$ cat config.mk
export PLATFORM = sky130hd
export DESIGN_NAME = mfm_fault_monitor
export DESIGN_NICKNAME = d
export VERILOG_FILES = /design/src/mfm_press_log.v /design/src/mfm_fault_monitor.v
export VERILOG_INCLUDE_DIRS = /design/src
export SDC_FILE = /design/constraint.sdc
export NUM_CORES = 1
export LEC_CHECK = 0
export BUFFER_PORTS_ARGS = -buffer_cell sky130_fd_sc_hd__buf_2
export CAP_MARGIN = 20
export CORE_MARGIN = 5
export CORE_UTILIZATION = 65
export CTS_CLUSTER_SIZE = 28
export DETAILED_ROUTE_END_ITERATION = 12
export GPL_TIMING_DRIVEN = 0
export PLACE_DENSITY = 0.88
export SYNTH_ARGS = -nofsm -noshare
export SYNTH_HDL_FRONTEND = slang
export SYNTH_SLANG_ARGS = --single-unit
$ cat constraint.sdc
create_clock -name clk -period 7.56 [get_ports clk]
set_clock_uncertainty 0.05 [all_clocks]
set_input_delay 0.378 -clock clk [delete_from_list [all_inputs] [get_ports clk]]
set_output_delay 0.378 -clock clk [all_outputs]
set_load 0.005 [all_outputs]
$ cat src/mfm_defines.vh
// Purpose: Constants for the mast fault monitor
// Assumes: 125 MHz clock
// Notes: Fault codes are BCD-like hex digit weights that add without carry
`ifndef MFM_DEFINES_VH
`define MFM_DEFINES_VH
`define MFM_CLK_HZ 125000000
`define MFM_TICK_HZ 1000
`define MFM_TICK_DIV (`MFM_CLK_HZ / `MFM_TICK_HZ)
`define MFM_LIMIT_STUCK_MS 2000
`define MFM_BYPASS_WINDOW_MS 3000
`define MFM_BYPASS_STUCK_MS 30000
`define MFM_SWITCH_STUCK_MS 30000
`define MFM_BYPASS_PRESSES 5
`define MFM_CODE_LOWV 16'h0001
`define MFM_CODE_OVERCUR 16'h0002
`define MFM_CODE_LOW_STUCK 16'h0040
`define MFM_CODE_UP_STUCK 16'h0080
`define MFM_CODE_BYP_STUCK 16'h0100
`define MFM_CODE_LIM_CONFLICT 16'h0200
`define MFM_CODE_TX_OVF 16'h1000
`define MFM_CODE_RX_OVF 16'h2000
`define MFM_CODE_CMD_ERR 16'h8000
`endif

$ cat src/mfm_press_log.v
// Purpose: Small memory of bypass press timestamps for the sliding window
// Assumes: One write per press; read data registered
// Notes: Depth equals the number of presses needed to clear
`timescale 1ns/1ps
`default_nettype none
module mfm_press_log #(
  parameter DEPTH = 5,
  parameter AW = 3,
  parameter DW = 16
) (
  // Clock
  input wire clk,
  // Write side
  input wire wr_en,
  input wire [AW-1:0] wr_addr,
  input wire [DW-1:0] wr_data,
  // Read side
  input wire [AW-1:0] rd_addr,
  output reg [DW-1:0] rd_data
);
  reg [DW-1:0] mem [0:DEPTH-1];

  always @(posedge clk) begin
    if (wr_en) begin
      mem[wr_addr] <= wr_data;
    end
    rd_data <= mem[rd_addr];
  end
endmodule
`default_nettype wire

$ cat src/mfm_fault_monitor.v
// Purpose: Fault supervision for a telescoping mast motor controller
// Assumes: Switch inputs are asynchronous pins; CAN and debug events are same-clock pulses
// Notes: Power cycle is modelled as rstn; faults re-raise if triggers persist
`timescale 1ns/1ps
`default_nettype none
`include "mfm_defines.vh"

// Summary of operation
// - Nested, up held over 2s: fault 0040
// - Lower stuck fault disables motor unless bypass
// - Lower stuck combines with voltage/current codes
// - Deployed, down held over 2s: fault 0080
// - Upper stuck combines with voltage/current codes
// - Limit faults clear: five presses in 3s
// - Bypass held too long: 0100, ignore bypass
// - Bypass stuck clears on release only
// - Both limits active: 0200, disable unless bypass
// - Conflict fault clears when either limit drops
// - Transmit write while queue busy: 1000
// - Receive overwrite before retrieve: 2000
// - Debug bad command: 8000, clears by presses
// - Legacy both-limit error, bypass allows motor
// - Legacy error persists while condition persists
// - Active faults sum into one code
// - Warnings hidden while any fault active
module mfm_fault_monitor #(
  parameter TICK_DIV = `MFM_TICK_DIV,
  parameter LIMIT_STUCK_MS = `MFM_LIMIT_STUCK_MS,
  parameter BYPASS_WINDOW_MS = `MFM_BYPASS_WINDOW_MS,
  parameter BYPASS_STUCK_MS = `MFM_BYPASS_STUCK_MS
) (
  // Clock and reset
  input wire clk,
  input wire rstn,
  // Operator and limit switches (asynchronous)
  input wire up_cmd,
  input wire down_cmd,
  input wire bypass_sw,
  input wire nested_limit,
  input wire extended_limit,
  // Faults and warnings from neighbouring logic
  input wire low_volt_fault,
  input wire overcur_fault,
  input wire [15:0] warn_code,
  // CAN buffer and debug events (same clock)
  input wire can_tx_write,
  input wire can_tx_busy,
  input wire can_rx_write,
  input wire can_rx_full,
  input wire dbg_bad_cmd,
  // Outputs
  output reg motor_enable,
  output reg [15:0] status_code,
  output reg fault_active,
  output reg can_bus_fail,
  output reg legacy_limit_err
);
  // Synchronisers
  reg [4:0] sync1;
  reg [4:0] sync2;

  always @(posedge clk) begin
    if (!rstn) begin
      sync1 <= 5'h00;
      sync2 <= 5'h00;
    end else begin
      sync1 <= {extended_limit, nested_limit, bypass_sw, down_cmd, up_cmd};
      sync2 <= sync1;
    end
  end
  wire up_s = sync2[0];
  wire down_s = sync2[1];
  wire byp_s = sync2[2];
  wire nest_s = sync2[3];
  wire ext_s = sync2[4];

  // Millisecond timebase and free running ms stamp
  // Every timer below counts these ticks, so this divider sets their resolution
  reg [16:0] div_cnt;
  reg tick;
  reg [15:0] now_ms;
  always @(posedge clk) begin
    if (!rstn) begin
      div_cnt <= 17'h00000;
      tick <= 1'b0;
      now_ms <= 16'h0000;
    end else if (div_cnt >= TICK_DIV - 1) begin
      div_cnt <= 17'h00000;
      tick <= 1'b1;
      now_ms <= now_ms + 16'h0001;
    end else begin
      div_cnt <= div_cnt + 17'h00001;
      tick <= 1'b0;
    end
  end

  // Saturating ms timer step
  // Saturation keeps a held switch from wrapping back under its limit
  function [15:0] ms_step;
    input run;
    input tk;
    input [15:0] cur;
    begin
      if (!run) begin
        ms_step = 16'h0000;
      end else if (tk && cur != 16'hFFFF) begin
        ms_step = cur + 16'h0001;
      end else begin
        ms_step = cur;
      end
    end
  endfunction

  reg [15:0] low_ms;
  reg [15:0] up_ms;
  reg [15:0] byp_ms;
  reg nest_prev;
  reg ext_prev;
  reg byp_prev;
  reg low_arm;
  reg up_arm;

  // Lower stuck: up held from nested with no nested-limit change
  wire low_run = up_s && low_arm && nest_s && (nest_s == nest_prev);
  wire up_run = down_s && up_arm && ext_s && (ext_s == ext_prev);
  always @(posedge clk) begin
    if (!rstn) begin
      low_ms <= 16'h0000;
      up_ms <= 16'h0000;
      byp_ms <= 16'h0000;
      nest_prev <= 1'b0;
      ext_prev <= 1'b0;
      byp_prev <= 1'b0;
      low_arm <= 1'b0;
      up_arm <= 1'b0;
    end else begin
      nest_prev <= nest_s;
      ext_prev <= ext_s;
      byp_prev <= byp_s;
      // Arm on any cycle the command is held while resting at the limit
      low_arm <= up_s ? (low_arm | (!low_arm && low_ms == 16'h0000 && nest_s)) : 1'b0;
      up_arm <= down_s ? (up_arm | (!up_arm && up_ms == 16'h0000 && ext_s)) : 1'b0;
      low_ms <= ms_step(low_run, tick, low_ms);
      up_ms <= ms_step(up_run, tick, up_ms);
      byp_ms <= ms_step(byp_s, tick, byp_ms);
    end
  end

  // Sliding window of bypass press timestamps
  localparam PRESSES = `MFM_BYPASS_PRESSES;
  reg [2:0] wr_ptr;
  reg [2:0] press_cnt;
  wire byp_stuck_w;
  wire byp_eff = byp_s && !byp_stuck_w;
  // A stuck switch produces no edges, so it can never count toward a clear
  wire press = byp_s && !byp_prev && !byp_stuck_w;
  wire [15:0] oldest_ms;
  reg clear_seq;
  reg chk;
  // Read one slot ahead of the write, so the registered read holds the
  // oldest of the last five presses rather than the slot being overwritten
  wire [2:0] next_ptr = (wr_ptr == PRESSES - 1) ? 3'h0 : wr_ptr + 3'h1;
  // Span kept at 16 bits so the ms stamp may wrap between presses
  wire [15:0] win_span = now_ms - oldest_ms;

  mfm_press_log #(
    .DEPTH(PRESSES),
    .AW(3),
    .DW(16)
  ) u_log (
    .clk(clk),
    .wr_en(press),
    .wr_addr(wr_ptr),
    .wr_data(now_ms),
    .rd_addr(next_ptr),
    .rd_data(oldest_ms)
  );

  // One cycle after a press, the registered read holds the oldest of the last five
  always @(posedge clk) begin
    if (!rstn) begin
      wr_ptr <= 3'h0;
      press_cnt <= 3'h0;
      chk <= 1'b0;
      clear_seq <= 1'b0;
    end else begin
      chk <= press;
      clear_seq <= 1'b0;
      if (press) begin
        wr_ptr <= next_ptr;
        // Stops at five; older presses only matter through their stamps
        if (press_cnt != PRESSES) begin
          press_cnt <= press_cnt + 3'h1;
        end
      end
      if (chk && press_cnt == PRESSES &&
          win_span <= BYPASS_WINDOW_MS) begin
        clear_seq <= 1'b1;
        press_cnt <= 3'h0;
      end
    end
  end

  // Fault latches
  reg f_low;
  reg f_up;
  reg f_byp;
  reg f_conf;
  reg f_tx;
  reg f_rx;
  reg f_cmd;
  assign byp_stuck_w = f_byp;
  // Physically impossible, so it always means a switch or wiring fault
  wire both_lim = nest_s && ext_s;
  wire set_low = low_ms >= LIMIT_STUCK_MS && low_ms != 16'h0000;
  wire set_up = up_ms >= LIMIT_STUCK_MS && up_ms != 16'h0000;

  always @(posedge clk) begin
    if (!rstn) begin
      f_low <= 1'b0;
      f_up <= 1'b0;
      f_byp <= 1'b0;
      f_conf <= 1'b0;
      f_tx <= 1'b0;
      f_rx <= 1'b0;
      f_cmd <= 1'b0;
    end else begin
      // Set wins over a clear in the same cycle
      if (set_low) begin
        f_low <= 1'b1;
      end else if (clear_seq) begin
        f_low <= 1'b0;
      end
      if (set_up) begin
        f_up <= 1'b1;
      end else if (clear_seq) begin
        f_up <= 1'b0;
      end
      // Only releasing the switch clears this; a press cannot mask it
      if (byp_s && byp_ms >= BYPASS_STUCK_MS) begin
        f_byp <= 1'b1;
      end else if (!byp_s) begin
        f_byp <= 1'b0;
      end
      // Tracks the limits with no latch, so it drops with either switch
      f_conf <= both_lim;
      // No clear path here: only reset removes the CAN faults
      if (can_tx_write && can_tx_busy) begin
        f_tx <= 1'b1;
      end
      if (can_rx_write && can_rx_full) begin
        f_rx <= 1'b1;
      end
      if (dbg_bad_cmd) begin
        f_cmd <= 1'b1;
      end else if (clear_seq) begin
        f_cmd <= 1'b0;
      end
    end
  end

  // Code composition; each fault owns its own bit weight
  reg [15:0] next_code;
  reg next_fault;

  always @* begin
    next_code = 16'h0000;
    if (low_volt_fault) next_code = next_code | `MFM_CODE_LOWV;
    if (overcur_fault) next_code = next_code | `MFM_CODE_OVERCUR;
    if (f_low) next_code = next_code | `MFM_CODE_LOW_STUCK;
    if (f_up) next_code = next_code | `MFM_CODE_UP_STUCK;
    if (f_byp) next_code = next_code | `MFM_CODE_BYP_STUCK;
    if (f_conf) next_code = next_code | `MFM_CODE_LIM_CONFLICT;
    if (f_tx) next_code = next_code | `MFM_CODE_TX_OVF;
    if (f_rx) next_code = next_code | `MFM_CODE_RX_OVF;
    if (f_cmd) next_code = next_code | `MFM_CODE_CMD_ERR;
    next_fault = next_code != 16'h0000;
  end

  // Faults that stop the motor; the bypass switch overrides all of them unless it is itself stuck
  wire motor_block = f_low || f_up || both_lim;

  // Registered outputs
  always @(posedge clk) begin
    if (!rstn) begin
      motor_enable <= 1'b0;
      status_code <= 16'h0000;
      fault_active <= 1'b0;
      can_bus_fail <= 1'b0;
      legacy_limit_err <= 1'b0;
    end else begin
      status_code <= next_fault ? next_code : warn_code;
      fault_active <= next_fault;
      can_bus_fail <= f_tx | f_rx;
      legacy_limit_err <= both_lim;
      // Bypass re-enables the motor only when it is not itself stuck
      motor_enable <= !motor_block || byp_eff;
    end
  end
endmodule
`default_nettype wire

; ---- Word level (Yosys, flattened, before mapping)
; Memory sizes are Yosys's and may differ from the RTL's. A register that Yosys moved wholly into a read port is not among the register bits.
; Cells that the tools add are included.
[word_totals]
ramBits = 80
reg_bits = 131
in_bits = 30
wordCells = 124
memories = 1
mem_bits_ro = 0
out_inout_bits = 20
latchBits = 0
[memory_table]
columns = name, depth, word_bits, rd, rd_clocked_by_memory_dff, write_ports, line
row1 = u_log.mem, 5, 16, 1, 1, 1, mfm_press_log.v:21  ; reg [DW-1:0] mem [0:DEPTH-1];
[op_classes]
add_sub_neg = 8
n_mul = 0
div = 0
muxes = 21
magnitude_cmp = 5
bitwise_logic = 4
n_reduce_logical = 48
eq_ne = 9
n_shift = 0
[op_table]
columns = op, count
row1 = "adder 16 x 1 -> 16 bit, second input constant", 4
row2 = "inequality test 16 bit, second input constant", 3
row3 = nonzero test 16 bit, 3
row4 = ">= comparator 16 x 11 -> 1 bit, second input constant", 2
row5 = logical NOT 16 bit, 2
row6 = 2-to-1 mux 16 bit, 2
row7 = logical AND 1 bit, 24
row8 = "adder 17 x 1 -> 17 bit, second input constant", 1
row9 = ">= comparator 17 bit, second input constant", 1
row10 = ">= comparator 16 x 15 -> 1 bit, second input constant", 1
row11 = "less-or-equal comparator 16 x 12 -> 1 bit, second input constant", 1
row12 = subtractor 16 bit, 1
row13 = 2-to-1 mux 14 bit, 1
row14 = 2-to-1 mux 13 bit, 1
row15 = AND reduction 2 bit, 6
row16 = 2-to-1 mux 1 bit, 11
row17 = 2-to-1 mux 10 bit, 1
row18 = 2-to-1 mux 9 bit, 1
row19 = 2-to-1 mux 8 bit, 1
row20 = 2-to-1 mux 7 bit, 1
row21 = "adder 3 x 1 -> 3 bit, second input constant", 2
row22 = "equality test 3 bit, second input constant", 2
row23 = nonzero test 2 bit, 3
row24 = logical NOT 1 bit, 5
row25 = 9 further kinds, 15

; ---- Depth between registers and ports, before layout
; Gate-level depths: netlist (run 1).
[logic_depth]
word_depth = 11
ltp_mapped = 10
mapped_depth_nobuf = 9

; ---- By module
; A second synthesis (run 1) with hierarchy kept.
[unflattened]
hier_cells = 884
area_unflattened_um2 = 9532.9
[modules_own_cells]
columns = mod, cells_each, seq_area_each_um2, area_per_inst_um2, instances
row1 = mfm_fault_monitor, 688, 2622.5, 6033.3, 1
row2 = mfm_press_log, 196, 2722.6, 3499.6, 1

; ---- Least setup slack after synthesis (run 1)
; No wires, ideal clock.
[synth_path]
path_kind = register to register
start = reg f_byp, in the netlist byp_stuck_w
end = mem u_log.mem[2][0] (enable)
arrival_ns = 2.477
setup_slack_ns = 4.603
path_buffers = 1
setup_time_ns = 0.430
required_ns = 7.080
stages_incl_launch_ff = 5
synth_period_minus_slack_ns = 2.957
path_cell_list = dfxtp_1 nand2b_1 or2_2 clkbuf_1 nor4_1
[synth_via]
elab_chain_cells = 4
[synth_lines]
columns = element, line
row1 = start: declaration, mfm_fault_monitor.v:207  ; reg f_byp;
row2 = start signal: assignment, mfm_fault_monitor.v:222  ; f_byp <= 1'b0;
row3 = start signal: assignment, mfm_fault_monitor.v:241  ; f_byp <= 1'b1;
row4 = start signal: assignment, mfm_fault_monitor.v:243  ; f_byp <= 1'b0;
row5 = logical NOT 1 bit, mfm_fault_monitor.v:156  ; wire press = byp_s && !byp_prev && !byp_stuck_w;
row6 = logical AND 1 bit, mfm_fault_monitor.v:156
row7 = 2-to-1 mux 1 bit, mfm_press_log.v:24  ; if (wr_en) begin
row8 = 2-to-1 mux 1 bit (not written as such), mfm_press_log.v:25  ; mem[wr_addr] <= wr_data;
row9 = end: declaration, mfm_press_log.v:21
; Every way passes these cells.

; ---- Worst setup path after layout (run 1)
[layout_path]
start = reg now_ms[4]
end = reg press_cnt[0]
[layout_via]
elab_chain_cells = 4
[layout_lines]
columns = element, line
row1 = start: declaration, mfm_fault_monitor.v:81  ; reg [15:0] now_ms;
row2 = start signal: assignment, mfm_fault_monitor.v:90  ; now_ms <= now_ms + 16'h0001;
row3 = subtractor 16 bit, mfm_fault_monitor.v:164  ; wire [15:0] win_span = now_ms - oldest_ms;
row4 = less-or-equal comparator 16 x 12 -> 1 bit, mfm_fault_monitor.v:197  ; win_span <= BYPASS_WINDOW_MS) begin
row5 = logical AND 1 bit, mfm_fault_monitor.v:196  ; if (chk && press_cnt == PRESSES &&
row6 = OR reduction 2 bit (no source line), n/a
row7 = end signal: assignment, mfm_fault_monitor.v:193  ; press_cnt <= press_cnt + 3'h1;
row8 = end: declaration, mfm_fault_monitor.v:152  ; reg [2:0] press_cnt;
; Every way passes these cells.
; A chain may end at the register's enable or synchronous reset.

==> run summary, run 1 <==
The hold-critical path depth came out at 2. The most common cell after layout, fill and taps aside is sky130_fd_sc_hd__dfxtp_1. Entering global routing, the biggest net connects 17 pins. In this run the vertical extent of the chip is 132 um. The post-synthesis cell count was 883. In this run the mean area of a mapped cell was 10.9 um2. The final global-route overflow total is 0. The number of buffer and inverter instances along the worst setup path works out to 1.

The tools report the max-capacitance violation count as 0. The clock period minus worst slack works out to 3.35 ns. Of the available clock period, the critical path in the final layout requires 44.3%. The count of cells along the worst register-to-register path came out at 9.

The path with the worst hold slack has its endpoint at sync1[1]. Number of buffers on the longest clock path: 3. For this design the static power due to leakage is 4.02 nW. The run gives 2.45 mW as the total power consumption of the routed design.

Prior to clock tree synthesis, the placed netlist has a worst setup slack of 4.33 ns. After floorplanning, the core was divided into 44 placement rows. The part of the power in registers is 52.5%. Once layout is complete, the cells apart from fillers number 1,164. Kind of capture point of the worst setup path: a register. Across all register-to-register paths, the minimum setup slack is 4.21 ns. Cells with a size suffix above 1 make up 14.2% of the layout. The power density over cell area is 225 nW/um2, and the layout overhead on the synthesized area is 13.2%.

The number of placed instances with taps included was 1,124. The final hold violation count was 0; the peak per-stage delay on the critical path was 0.78 ns. The critical path is of the reg -> reg type.

The worst setup path startpoint was now_ms[4]. The slowest cell on the critical path is sky130_fd_sc_hd__nor4_1. The top fanout value on the critical path was 10. The final layout contains routed wiring with a total length of 20.9 mm. The tools report the number of iterations in the first detailed-routing pass as 7. The worst register-to-register path begins at now_ms[4]. The floorplan step defined a die boundary enclosing 17,300 um2. The synthesized design contains 80 enable-type register cells. The clock network is responsible for 42.4% of the overall power. TritonCTS built the clock tree.

For the pin with the worst max-slew slack, the measured transition is 1.09 ns. At the worst endpoint, the required time is 7.85 ns. Setup repair after global routing left no endpoint under its margin. The worst hold path begins at down_cmd. IR analysis of the VDD net gives a maximum drop of 211 uV. The run gives 59 as the distinct cell type count of the synthesized netlist.

After synthesis the cells add up to 9620 um2. The core region is 14,500 um2. The tightest min-delay check is of the in -> reg type. The worst pin sits at a relative slew slack of 26.5%. For this run, the number of Yosys warnings is 0. For this configuration, the core starts out at a cell density of 66.2%.

The clock drives 227 sinks. Synthesis produced a netlist with a net count of 940. Of the synthesized area, sequential elements account for 55.6%. The logs give 0 for the count of cells resized by post-cts repair and 409 for the number of DRC markers after the initial detailed-route iteration. Port buffering added 48 buffers. The number of global-route vias before repair is 6,818, and the fraction of power spent switching nets is 21.0%. The first global-routing pass estimated 34.3 mm of wire. Clock latency on the worst-skew pair, taken at its later pin, is 0.50 ns. The signal on the critical path passes through ha_1 > clkbuf_1 > nand2_1 > a211oi_1 > o2111ai_1 > nand4_1 > o211ai_1 > nor4_1 > a211oi_1. Clock-pin slew was measured on the worst setup and hold paths at 0.06 ns. For the number of max-slew violations in the final report, the log shows 0. The cell family contributing the most delay on the critical path is compound AO/OA/AOI/OAI gates.

The congestion estimate from routability-driven global placement came to 0.835. The residual antenna-violating net count after detailed routing is 0. The element type at the critical path start is a register.

For this run, design rule violations remaining after detail routing come to 0. Detailed routing inserted a total of 6,908 vias. The die span in x was 132 um; the number of failing setup endpoints in the final timing report was 0. The final layout net count came out at 1,021. In this run the clock root is driven by a sky130_fd_sc_hd__clkbuf_16. For the number of antenna violations at the first check in global routing, the log shows 0. The average detailed-routed wire length per instance was 17.9 um. In the synthesized netlist the dominant register cell turns out to be sky130_fd_sc_hd__dfxtp_1.

For the achievable clock frequency, the log shows 299 MHz. The deepest level of the CTS H-tree came out at 1. The count of state elements after synthesis is 227. Cell internal power was estimated by the tool at 1.94 mW. In this run the count of I/O pins placed on the die edge is 50. The number of hold buffers added after CTS was 0. After routing, the total negative slack on setup checks comes to 0 ns.

The dominant cell type by count on the critical path was sky130_fd_sc_hd__a211oi_1. For the number of buffers added by the clock tree synthesis step, the log shows 22. The logs give 3.64 ns for the data arrival at the endpoint of the critical path and 0.514 mW for the net switching power figure. Setup slack closes at 4.21 ns.

0 antenna diodes ended up in the layout. The worst register-to-register path ends at press_cnt[0]. Across every metal layer, demand over resource in global routing totals 23.8%.

The run finished with clean final reports. The estimated wirelength of the detail-placed design came out at 14.3 mm. In the layout the commonest cells are sky130_fd_sc_hd__dfxtp_1, sky130_fd_sc_hd__nor2_1, sky130_fd_sc_hd__edfxtp_1.

Of all flip-flops after synthesis, the portion carrying an async set or reset was 0%. The post-CTS setup repair buffer count is 0, and the post-detailed-route via-to-cell ratio is 5.93. Of the total power, combinational logic draws 5.1%.
-- per-stage QoR --
step	utilization (%)	hold WS, ns	area [um2]
finish	74.9	0.0348	10900
global route	74.9	0.0474	10900
CTS	74.9	0.0255	10900
detailed placement	70.2	0.370	10200
global placement	69.4	0.364	10100
floorplan	-	0.362	9620
-- worst register-to-register path, stage by stage (launching register included) --
cell                        delay (ns)
sky130_fd_sc_hd__dfxtp_1          0.43
sky130_fd_sc_hd__ha_1             0.34
sky130_fd_sc_hd__clkbuf_1         0.26
sky130_fd_sc_hd__nand2_1          0.08
sky130_fd_sc_hd__a211oi_1         0.58
sky130_fd_sc_hd__o2111ai_1        0.25
sky130_fd_sc_hd__nand4_1          0.14
sky130_fd_sc_hd__o211ai_1         0.10
sky130_fd_sc_hd__nor4_1           0.78
sky130_fd_sc_hd__a211oi_1         0.18
-- worst max path at each step --
stage	endpoint	slack, ns	cells past startpoint
floorplan	u_log.mem[2][0]	4.60	4
global placement	u_log.mem[0][3]	3.37	4
detailed placement	press_cnt[0]	4.33	9
CTS	clear_seq	4.32	9
global route	press_cnt[2]	4.00	9
finish	press_cnt[0]	4.21	9
-- sequential cells by signal, summed over array words and instances (netlist names), 3 cells and up --
signal / count
byp_ms: 16
div_cnt: 17
low_ms: 16
now_ms: 16
press_cnt: 3
status_code: 16
sync1: 5
sync2: 5
u_log.mem: 80
u_log.rd_data: 16
up_ms: 16
wr_ptr: 3
-- cell type report --
type,instances,area (um2)
Inverter,41,154
Multi-Input combinational cell,590,4050
Tap cell,184,230
Clock inverter,6,26.3
Fill cell,913,3640
Buffer,25,95.1
Clock buffer,34,667
Sequential cell,227,5350
Timing Repair Buffer,57,323
-- cell families after synthesis --
kind of cell    synth area share [%]
simple gates                    18.1
flops                           55.6
compound gates                  7.75
xor+xnor                        6.46
buf+inv                         2.59
mux                             6.04
fa+ha+maj                       3.51
-- routing by layer --
metal  vias to the layer above  GRT usage (%)  wire length, um
met2                       190           43.7            11100
met1                      3348           29.1             8200
li1                       3330              -                -
met3                        40           3.67             1040
met5                         -              0                0
met4                         0           6.69              508
-- Yosys cell counts, drive strengths merged, types with 23 or more instances --
library cell,number,area (um2)
o21ai,23,115
nor2,117,447
nand3,27,135
xnor2,37,324
dfxtp,147,2940
inv,40,150
nand4,24,165
nand2,60,225
edfxtp,80,2400
clkbuf,24,90.1
a21oi,42,210
ha,27,338
xor2,34,298
-- power groups by stage --
stage	registers (mW)	clock network, mW	logic, mW
after floorplan	1.31	0	0.0840
after global placement	1.31	0	0.114
after detailed placement	1.31	0	0.121
after CTS	1.29	1.05	0.125
after global routing	1.29	1.11	0.137
final	1.29	1.04	0.125
Note: power is estimated with default switching activity, not from simulation.
==> run 2: changes to the inputs <==
--- a/config.mk
+++ b/config.mk
@@ -9,11 +9,11 @@
 export BUFFER_PORTS_ARGS = -buffer_cell sky130_fd_sc_hd__buf_2
 export CAP_MARGIN = 20
 export CORE_MARGIN = 5
-export CORE_UTILIZATION = 65
+export CORE_UTILIZATION = 55
 export CTS_CLUSTER_SIZE = 28
 export DETAILED_ROUTE_END_ITERATION = 12
 export GPL_TIMING_DRIVEN = 0
-export PLACE_DENSITY = 0.88
+export PLACE_DENSITY = 0.8
 export SYNTH_ARGS = -nofsm -noshare
 export SYNTH_HDL_FRONTEND = slang
 export SYNTH_SLANG_ARGS = --single-unit
==> constraint.sdc (replaced) <==
create_clock -name clk -period 3 [get_ports clk]
set_clock_uncertainty 0.05 [all_clocks]
set_input_delay 0.15 -clock clk [delete_from_list [all_inputs] [get_ports clk]]
set_output_delay 0.15 -clock clk [all_outputs]
set_load 0.005 [all_outputs]
==> run 2 against run 1 <==
  * Sequential share of layout area is 1.8 points lower
  * Via count is 0.74% higher
  * Non-clock buffer count is 28 higher
  * Die area is 17% higher
  * Sequential power grew to 2.5 times the previous value
  * Design area is 3.8% higher
  * Largest power group unchanged
  * Highest routed layer unchanged
==> run summary, run 2 (same netlist as run 1, synthesis figures left out) <==
In this run the count of I/O pins placed on the die edge is 50. Dominant cell type by count on the critical path: sky130_fd_sc_hd__clkbuf_1. Once layout is complete, the cells apart from fillers number 1,233.

The floorplan has 48 rows. Clock-pin slew was measured on the worst setup and hold paths at 0.06 ns. The run gives 6,793 as the number of global-route vias before repair. The post-route netlist has 14.8% of its cells at a drive strength greater than 1. In this run the power density over the cells is 570 nW/um2.

The later pin in the worst-skew pair is clocked with a latency of 0.49 ns. The logs give 0 for the final hold violation count and 0 for the number of failing setup endpoints in the final timing report. For this run, the top clock speed supported by timing is 350 MHz. The run gives 4.17 nW as the standby leakage power. Detailed placement finished with a half-perimeter wire length of 13.6 mm.

The number of placed instances with taps included was 1,165; the die extent in y was 142 um. The data arrival at the endpoint of the critical path was 3.18 ns. The run gives 20.4% as the global router's overall resource usage. The run gives 0 as the number of antenna violations at the first check in global routing. Critical setup path kind: reg -> reg.

The average detailed-routed wire length per instance was 16.8 um; the final clock period utilization by the worst path was 95.1%. The number of iterations in the first detailed-routing pass is 5. Counting both buffers and inverters, the worst setup path holds a total of 3. Most common cell after layout, fill and taps aside: sky130_fd_sc_hd__dfxtp_1. The vias after detailed routing came out at 6,959. The largest single stage delay on the critical path is 0.56 ns. The worst setup path startpoint is wr_ptr[0]. For the worst endpoint required time, the log shows 3.32 ns.

Among cell families on the critical path, the largest total delay comes from buffers and inverters. TritonCTS built the clock tree. The deepest level of the CTS H-tree came out at 1.

Post-CTS timing repair inserted 0 buffers for setup. The largest registers in the layout are u_log.mem: 80 flops, div_cnt: 17 flops. The final global-route overflow total was 0; the number of DRC markers after the initial detailed-route iteration was 451. Entering global routing, the biggest net connects 17 pins. The flow ran to the end, and the final reports show no timing, DRC or antenna violations. For this design, the slowest cell found on the critical path is sky130_fd_sc_hd__clkbuf_1.

Number of max-slew violations in the final report: 0. The critical path goes through inv_1 > ha_1 > clkbuf_1 > clkbuf_1 > mux4_2 > mux2_2. 0 antenna diodes ended up in the layout. Clock tree synthesis selected as its root buffer the cell sky130_fd_sc_hd__clkbuf_16. The core region is 17,200 um2.

The reg-to-reg startpoint was wr_ptr[0]. The launch instance of the worst min-delay path was rstn. For this configuration, the core starts out at a cell density of 55.8%.

Setup repair after global routing left no endpoint under its margin. The clock net in this run drives a total of 227 sinks. For the peak supply drop, the log shows 427 uV. Dividing the detail-routed via count by the number of cells gives 5.64.

More flip-flops sit in one register than any other, and that register is u_log.mem. At the end of the flow, the number of nets in the layout was 1,050. The max-capacitance violation count was 0; the residual antenna-violating net count after detailed routing was 0. At the pin with the least slew margin, the transition time is 0.879 ns.

After detailed routing, the total wire length is 20.7 mm. The die covers 20,200 um2. Along the worst path, the maximum fanout reaches 10. The clock period minus worst slack was 2.85 ns. The worst setup timing slack at the placement stage is -0.223 ns, and the number of flip-flops in the largest register is 80. Across all setup checks in the final design, the least slack found is 0.146 ns. In the layout the commonest cells are sky130_fd_sc_hd__dfxtp_1, sky130_fd_sc_hd__nor2_1, sky130_fd_sc_hd__edfxtp_1. The number of buffers added by the clock tree synthesis step is 23. The clock passes through at most 3 buffers. The layout overhead on the synthesized area is 17.5%, and the worst slew margin relative to its limit is 39.7%. The tools report the element type at the critical path start as a register. The first global-routing pass estimated 33.7 mm of wire. The worst setup path is captured at a register. The die span in x was 142 um; the final weighted congestion in routability-driven placement was 0.836. The count of port buffers added during placement is 48, and the total DRC errors in the routed layout is 0.

The worst hold path class is in -> reg.
==> run 2: cell types whose count changed in the layout (fill, tap and decap cells not counted), sizes merged <==
cell / before / now
buf: 58 / 57
bufinv: 0 / 3
clkbuf: 58 / 55
clkinvlp: 0 / 1
dlygate4sd3: 0 / 28
==> run 2: timing repair <==
action / 4_1_cts / 5_1_grt
resized for setup: 3 / 6
hold endpoints to repair: 24 / 0
hold buffers: 28 / 0
endpoints found under the setup margin: 13 / 13
==> run 2: tightest hold or removal path: cells and delay by family <==
family                 cells  cell delay, ns
buffers and inverters      1            0.22
and+or+nand+nor            2            0.20
==> run 2: area by class of cell <==
cell class | count | area (um2)
Fill cell | 1227 | 5930
Sequential cell | 227 | 5350
Multi-Input combinational cell | 590 | 4080
Clock buffer | 30 | 632
Timing Repair Buffer | 86 | 593
Tap cell | 225 | 282
Inverter | 41 | 154
Clock inverter | 10 | 125
Buffer | 24 | 90.1
==> run 2: metrics by stage <==
step                utilization, %  instance area [um2]  setup TNS [ns]  hold WS, ns  total power, mW
finish                        65.6                11300               0       0.0808             6.45
CTS                           65.5                11300               0       0.0312             6.47
detailed placement            59.4                10200           -1.40        0.312             3.62
global placement              58.8                10100          -87.29        0.305             3.60
global route                  65.6                11300               0        0.119             6.67
floorplan                        -                 9620               0        0.217             3.52
==> run 2: worst paths after layout <==
path              slack, ns          endpoint  depth (start not counted)
setup reg to reg       0.15  u_log.rd_data[9]                          6
hold reg to reg        0.39          sync2[1]                          1
hold / removal         0.08            up_arm                          3
setup / recovery       0.15  u_log.rd_data[9]                          6
==> run 2: where the power goes <==
group | total, mW | switching, mW | leakage, nW | internal (mW)
Clock | 2.85 | 1.12 | 0.371 | 1.73
Sequential | 3.24 | 0.0235 | 1.95 | 3.22
Combinational | 0.349 | 0.183 | 1.85 | 0.166
==> run 2: metal layers <==
metal  routed length [um]  track usage (%)  share of wire, %  vias up
met5                    0                0                 0        -
met4                  481             5.10               2.3        0
met3                  934             3.16               4.5       40
met2                10400             35.2                51      183
met1                 8810             27.1                43     3355
li1                     -                -                 -     3381
==> run 3: changes to the inputs <==
--- a/config.mk
+++ b/config.mk
@@ -13,6 +13,7 @@
 export CTS_CLUSTER_SIZE = 28
 export DETAILED_ROUTE_END_ITERATION = 12
 export GPL_TIMING_DRIVEN = 0
+export MAX_ROUTING_LAYER = met4
 export PLACE_DENSITY = 0.8
 export SYNTH_ARGS = -nofsm -noshare
 export SYNTH_HDL_FRONTEND = slang
==> constraint.sdc (replaced) <==
create_clock -name clk -period 3 [get_ports clk]
set_clock_uncertainty 0.05 [all_clocks]
set_input_delay 0 -clock clk [delete_from_list [all_inputs] [get_ports clk]]
set_output_delay 0 -clock clk [all_outputs]
set_load 0.005 [all_outputs]
==> run 3 against run 2 <==
  * Final cell count is 0.81% higher
  * Critical path depth stayed put
  * Global-route usage is 1.1 points higher
  * Total power hardly changed
  * Clock-buffer cell count stayed put
  * Clock power hardly changed
  * Hold slack better by 0.11 ns
  * Register-to-register slack hardly changed
  * Via count is 0.50% higher
  * Combinational power hardly changed
  * Critical path type unchanged
  * Critical endpoint is now u_log.rd_data[12]
==> run summary, run 3 (same netlist as run 1, synthesis figures left out) <==
Once detail routing completed, the nets flagged for antenna violations numbered 0. Element type at the critical path start: a register. TritonCTS built the clock tree. The power density over cell area came out at 566 nW/um2.

The number of filler cells placed in the layout is 1,216, and the standby leakage power is 4.22 nW. Die extent in y: 142 um. Setup violations remaining at the end of the flow were counted as 0. For this run, the top clock speed supported by timing is 349 MHz.

From synthesis to final layout, the design area changed by 18.4%. In the routed design, unresolved DRC markers number 0. After floorplanning, the core was sized to cover 17,200 um2. Cells with a size suffix above 1 make up 14.7% of the layout.

The logs give 0.49 ns for the source-to-sink clock delay at the later pin of the worst-skew pair and 0.849 for the final weighted congestion in routability-driven placement. The final clock period utilization by the worst path is 95.6%, and the count of standard-cell rows is 48. The setup path with the least slack is of type reg -> reg. The tools report the post-CTS setup repair buffer count as 0. The deepest level of the CTS H-tree was 1. The final hold violation count came out at 0.

Counting cells, the worst reg-to-reg path comes to 6. The total detailed-routing wirelength was 21.0 mm. Port buffering added 48 buffers.

IR analysis of the VDD net gives a maximum drop of 417 uV. Worst endpoint required time: 3.32 ns. The run gives 0 as the number of antenna violations at the first check in global routing. In this run the number of cells on the critical path is 6. Summing over every cut layer, the via total after detailed routing is 6,994.

In the layout the commonest cells are sky130_fd_sc_hd__dfxtp_1, sky130_fd_sc_hd__nor2_1, sky130_fd_sc_hd__edfxtp_1. Counting the buffers created by CTS gives 23. The run gives 227 as the number of sinks driven by the clock tree. After clock tree synthesis, the clock-pin slew on the worst setup and hold paths is 0.06 ns. Subtracting the final worst setup slack from the clock period gives 2.87 ns.

The number of placed instances, taps included, is 1,165. The largest net degree at the start of global routing was 17. The transition time at the pin with the least slew margin works out to 0.868 ns. On the worst path, the slowest cell contributes a delay of 0.56 ns. The cell family contributing the most delay on the critical path is buffers and inverters.

In the final layout, the multi-input gates occupy 4080 um2. Hold-critical path depth: 5. After the last flow step, the layout net total stands at 1,058.

The end-of-flow core utilization is 66.1%, and the global-route wire length before repair is 34.2 mm. The design area came out at 11,400 um2. The register with the most flip-flops in the final layout is u_log.mem. Slowest cell on the critical path: sky130_fd_sc_hd__clkbuf_1. The worst pin sits at a relative slew slack of 40.5%. The setup check on the worst reg-to-reg path leaves a slack of 0.13 ns. The die covers 20,200 um2. Before CTS, the worst setup slack after placement is -0.223 ns. Die span in x: 142 um. For this run, the detailed router's first-pass iteration total came to 5. Dividing the detail-routed via count by the number of cells gives 5.63. In this run the clock root is driven by a sky130_fd_sc_hd__clkbuf_16.

The number of flip-flops in the largest register came out at 80. The critical path goes through inv_1 > ha_1 > clkbuf_1 > clkbuf_1 > mux4_2 > mux2_2. In this design, the critical path's most frequently occurring cell is sky130_fd_sc_hd__clkbuf_1.

Across the run, the number of max-cap violations was 0. The number of global-route vias before repair is 6,841. In the final layout, the registers with the most flip-flops are u_log.mem: 80 flops, div_cnt: 17 flops. The first routing iteration left 465 violations.

The post-route worst setup slack is 0.133 ns. For the storage element area, the log shows 5350 um2. The clock passes through at most 3 buffers.

The most common cell after layout, fill and taps aside was sky130_fd_sc_hd__dfxtp_1. The run finished with clean final reports. Number of max-slew violations in the final report: 0. For the final routed database, the setup TNS stands at 0 ns.

Estimated wirelength of the detail-placed design: 13.6 mm. The top fanout value on the critical path is 10, and the cell area after placement is 10,200 um2. After detailed routing, the average wire length per cell comes to 16.9 um. Setup repair after global routing left no endpoint under its margin. The number of buffers and inverters on the critical path is 3. Worst hold path class: in -> reg. The final global-route overflow total was 0; the post-layout instance count excluding filler cells was 1,243.

The initial utilization of the core area, before any placement, comes to 55.8%. The worst setup path is captured at a register. Data arrival at the endpoint of the critical path: 3.19 ns. Global routing used 21.5% of the available tracks across all layers.

In this run the count of I/O pins placed on the die edge is 50.
-- run 3: layout make-up --
type                       instances  share of cell area, %
sequential                       227                   47.0
multi-input combinational        590                   35.8
timing repair buffer              94                   5.91
clock buffer                      30                   5.55
tap                              225                   2.47
inverter                          41                   1.35
clock inverter                    10                   1.10
buffer                            24                  0.791
antenna                            2                 0.0439
-- run 3: path summary, 6_finish.rpt --
check                startpoint           endpoint
setup / recovery      wr_ptr[0]  u_log.rd_data[12]
hold / removal    overcur_fault       fault_active
setup reg to reg      wr_ptr[0]  u_log.rd_data[12]
hold reg to reg        sync1[1]           sync2[1]
-- run 3: per-layer routing --
layer  part of all wire, %  global-route usage (%)  vias to the layer above
li1                      -                       -                     3393
met1                    43                    27.5                     3345
met2                    50                    35.7                      206
met3                   4.7                    3.13                       50
met4                   2.7                    6.46                        0
met5                     0                       -                        -
-- run 3: repair_timing --
action | 4_1_cts | 5_1_grt
gates resized for setup | 3 | 6
endpoints found under the setup margin | 13 | 13
hold buffers | 36 | 0
hold endpoints to repair | 26 | 0
-- run 3: through the flow --
| stage | power (mW) | hold slack, ns |
|---|---|---|
| floorplan | 3.52 | 0.0674 |
| global placement | 3.60 | 0.155 |
| detailed placement | 3.62 | 0.162 |
| CTS | 6.48 | 0.0721 |
| global route | 6.68 | 0.220 |
| finish | 6.45 | 0.196 |
-- run 3: worst register-to-register path: cells and delay by family, from the launching register on --
kind	cells	cell delay (ns)
buffers and inverters	3	1.17
DFF	1	0.50
muxes	2	0.70
adders and majority gates	1	0.33
-- run 3: power by group --
part           total (mW)  internal [mW]  switching [mW]
Sequential           3.25           3.22          0.0239
Clock                2.85           1.73            1.12
Combinational       0.351          0.169           0.182
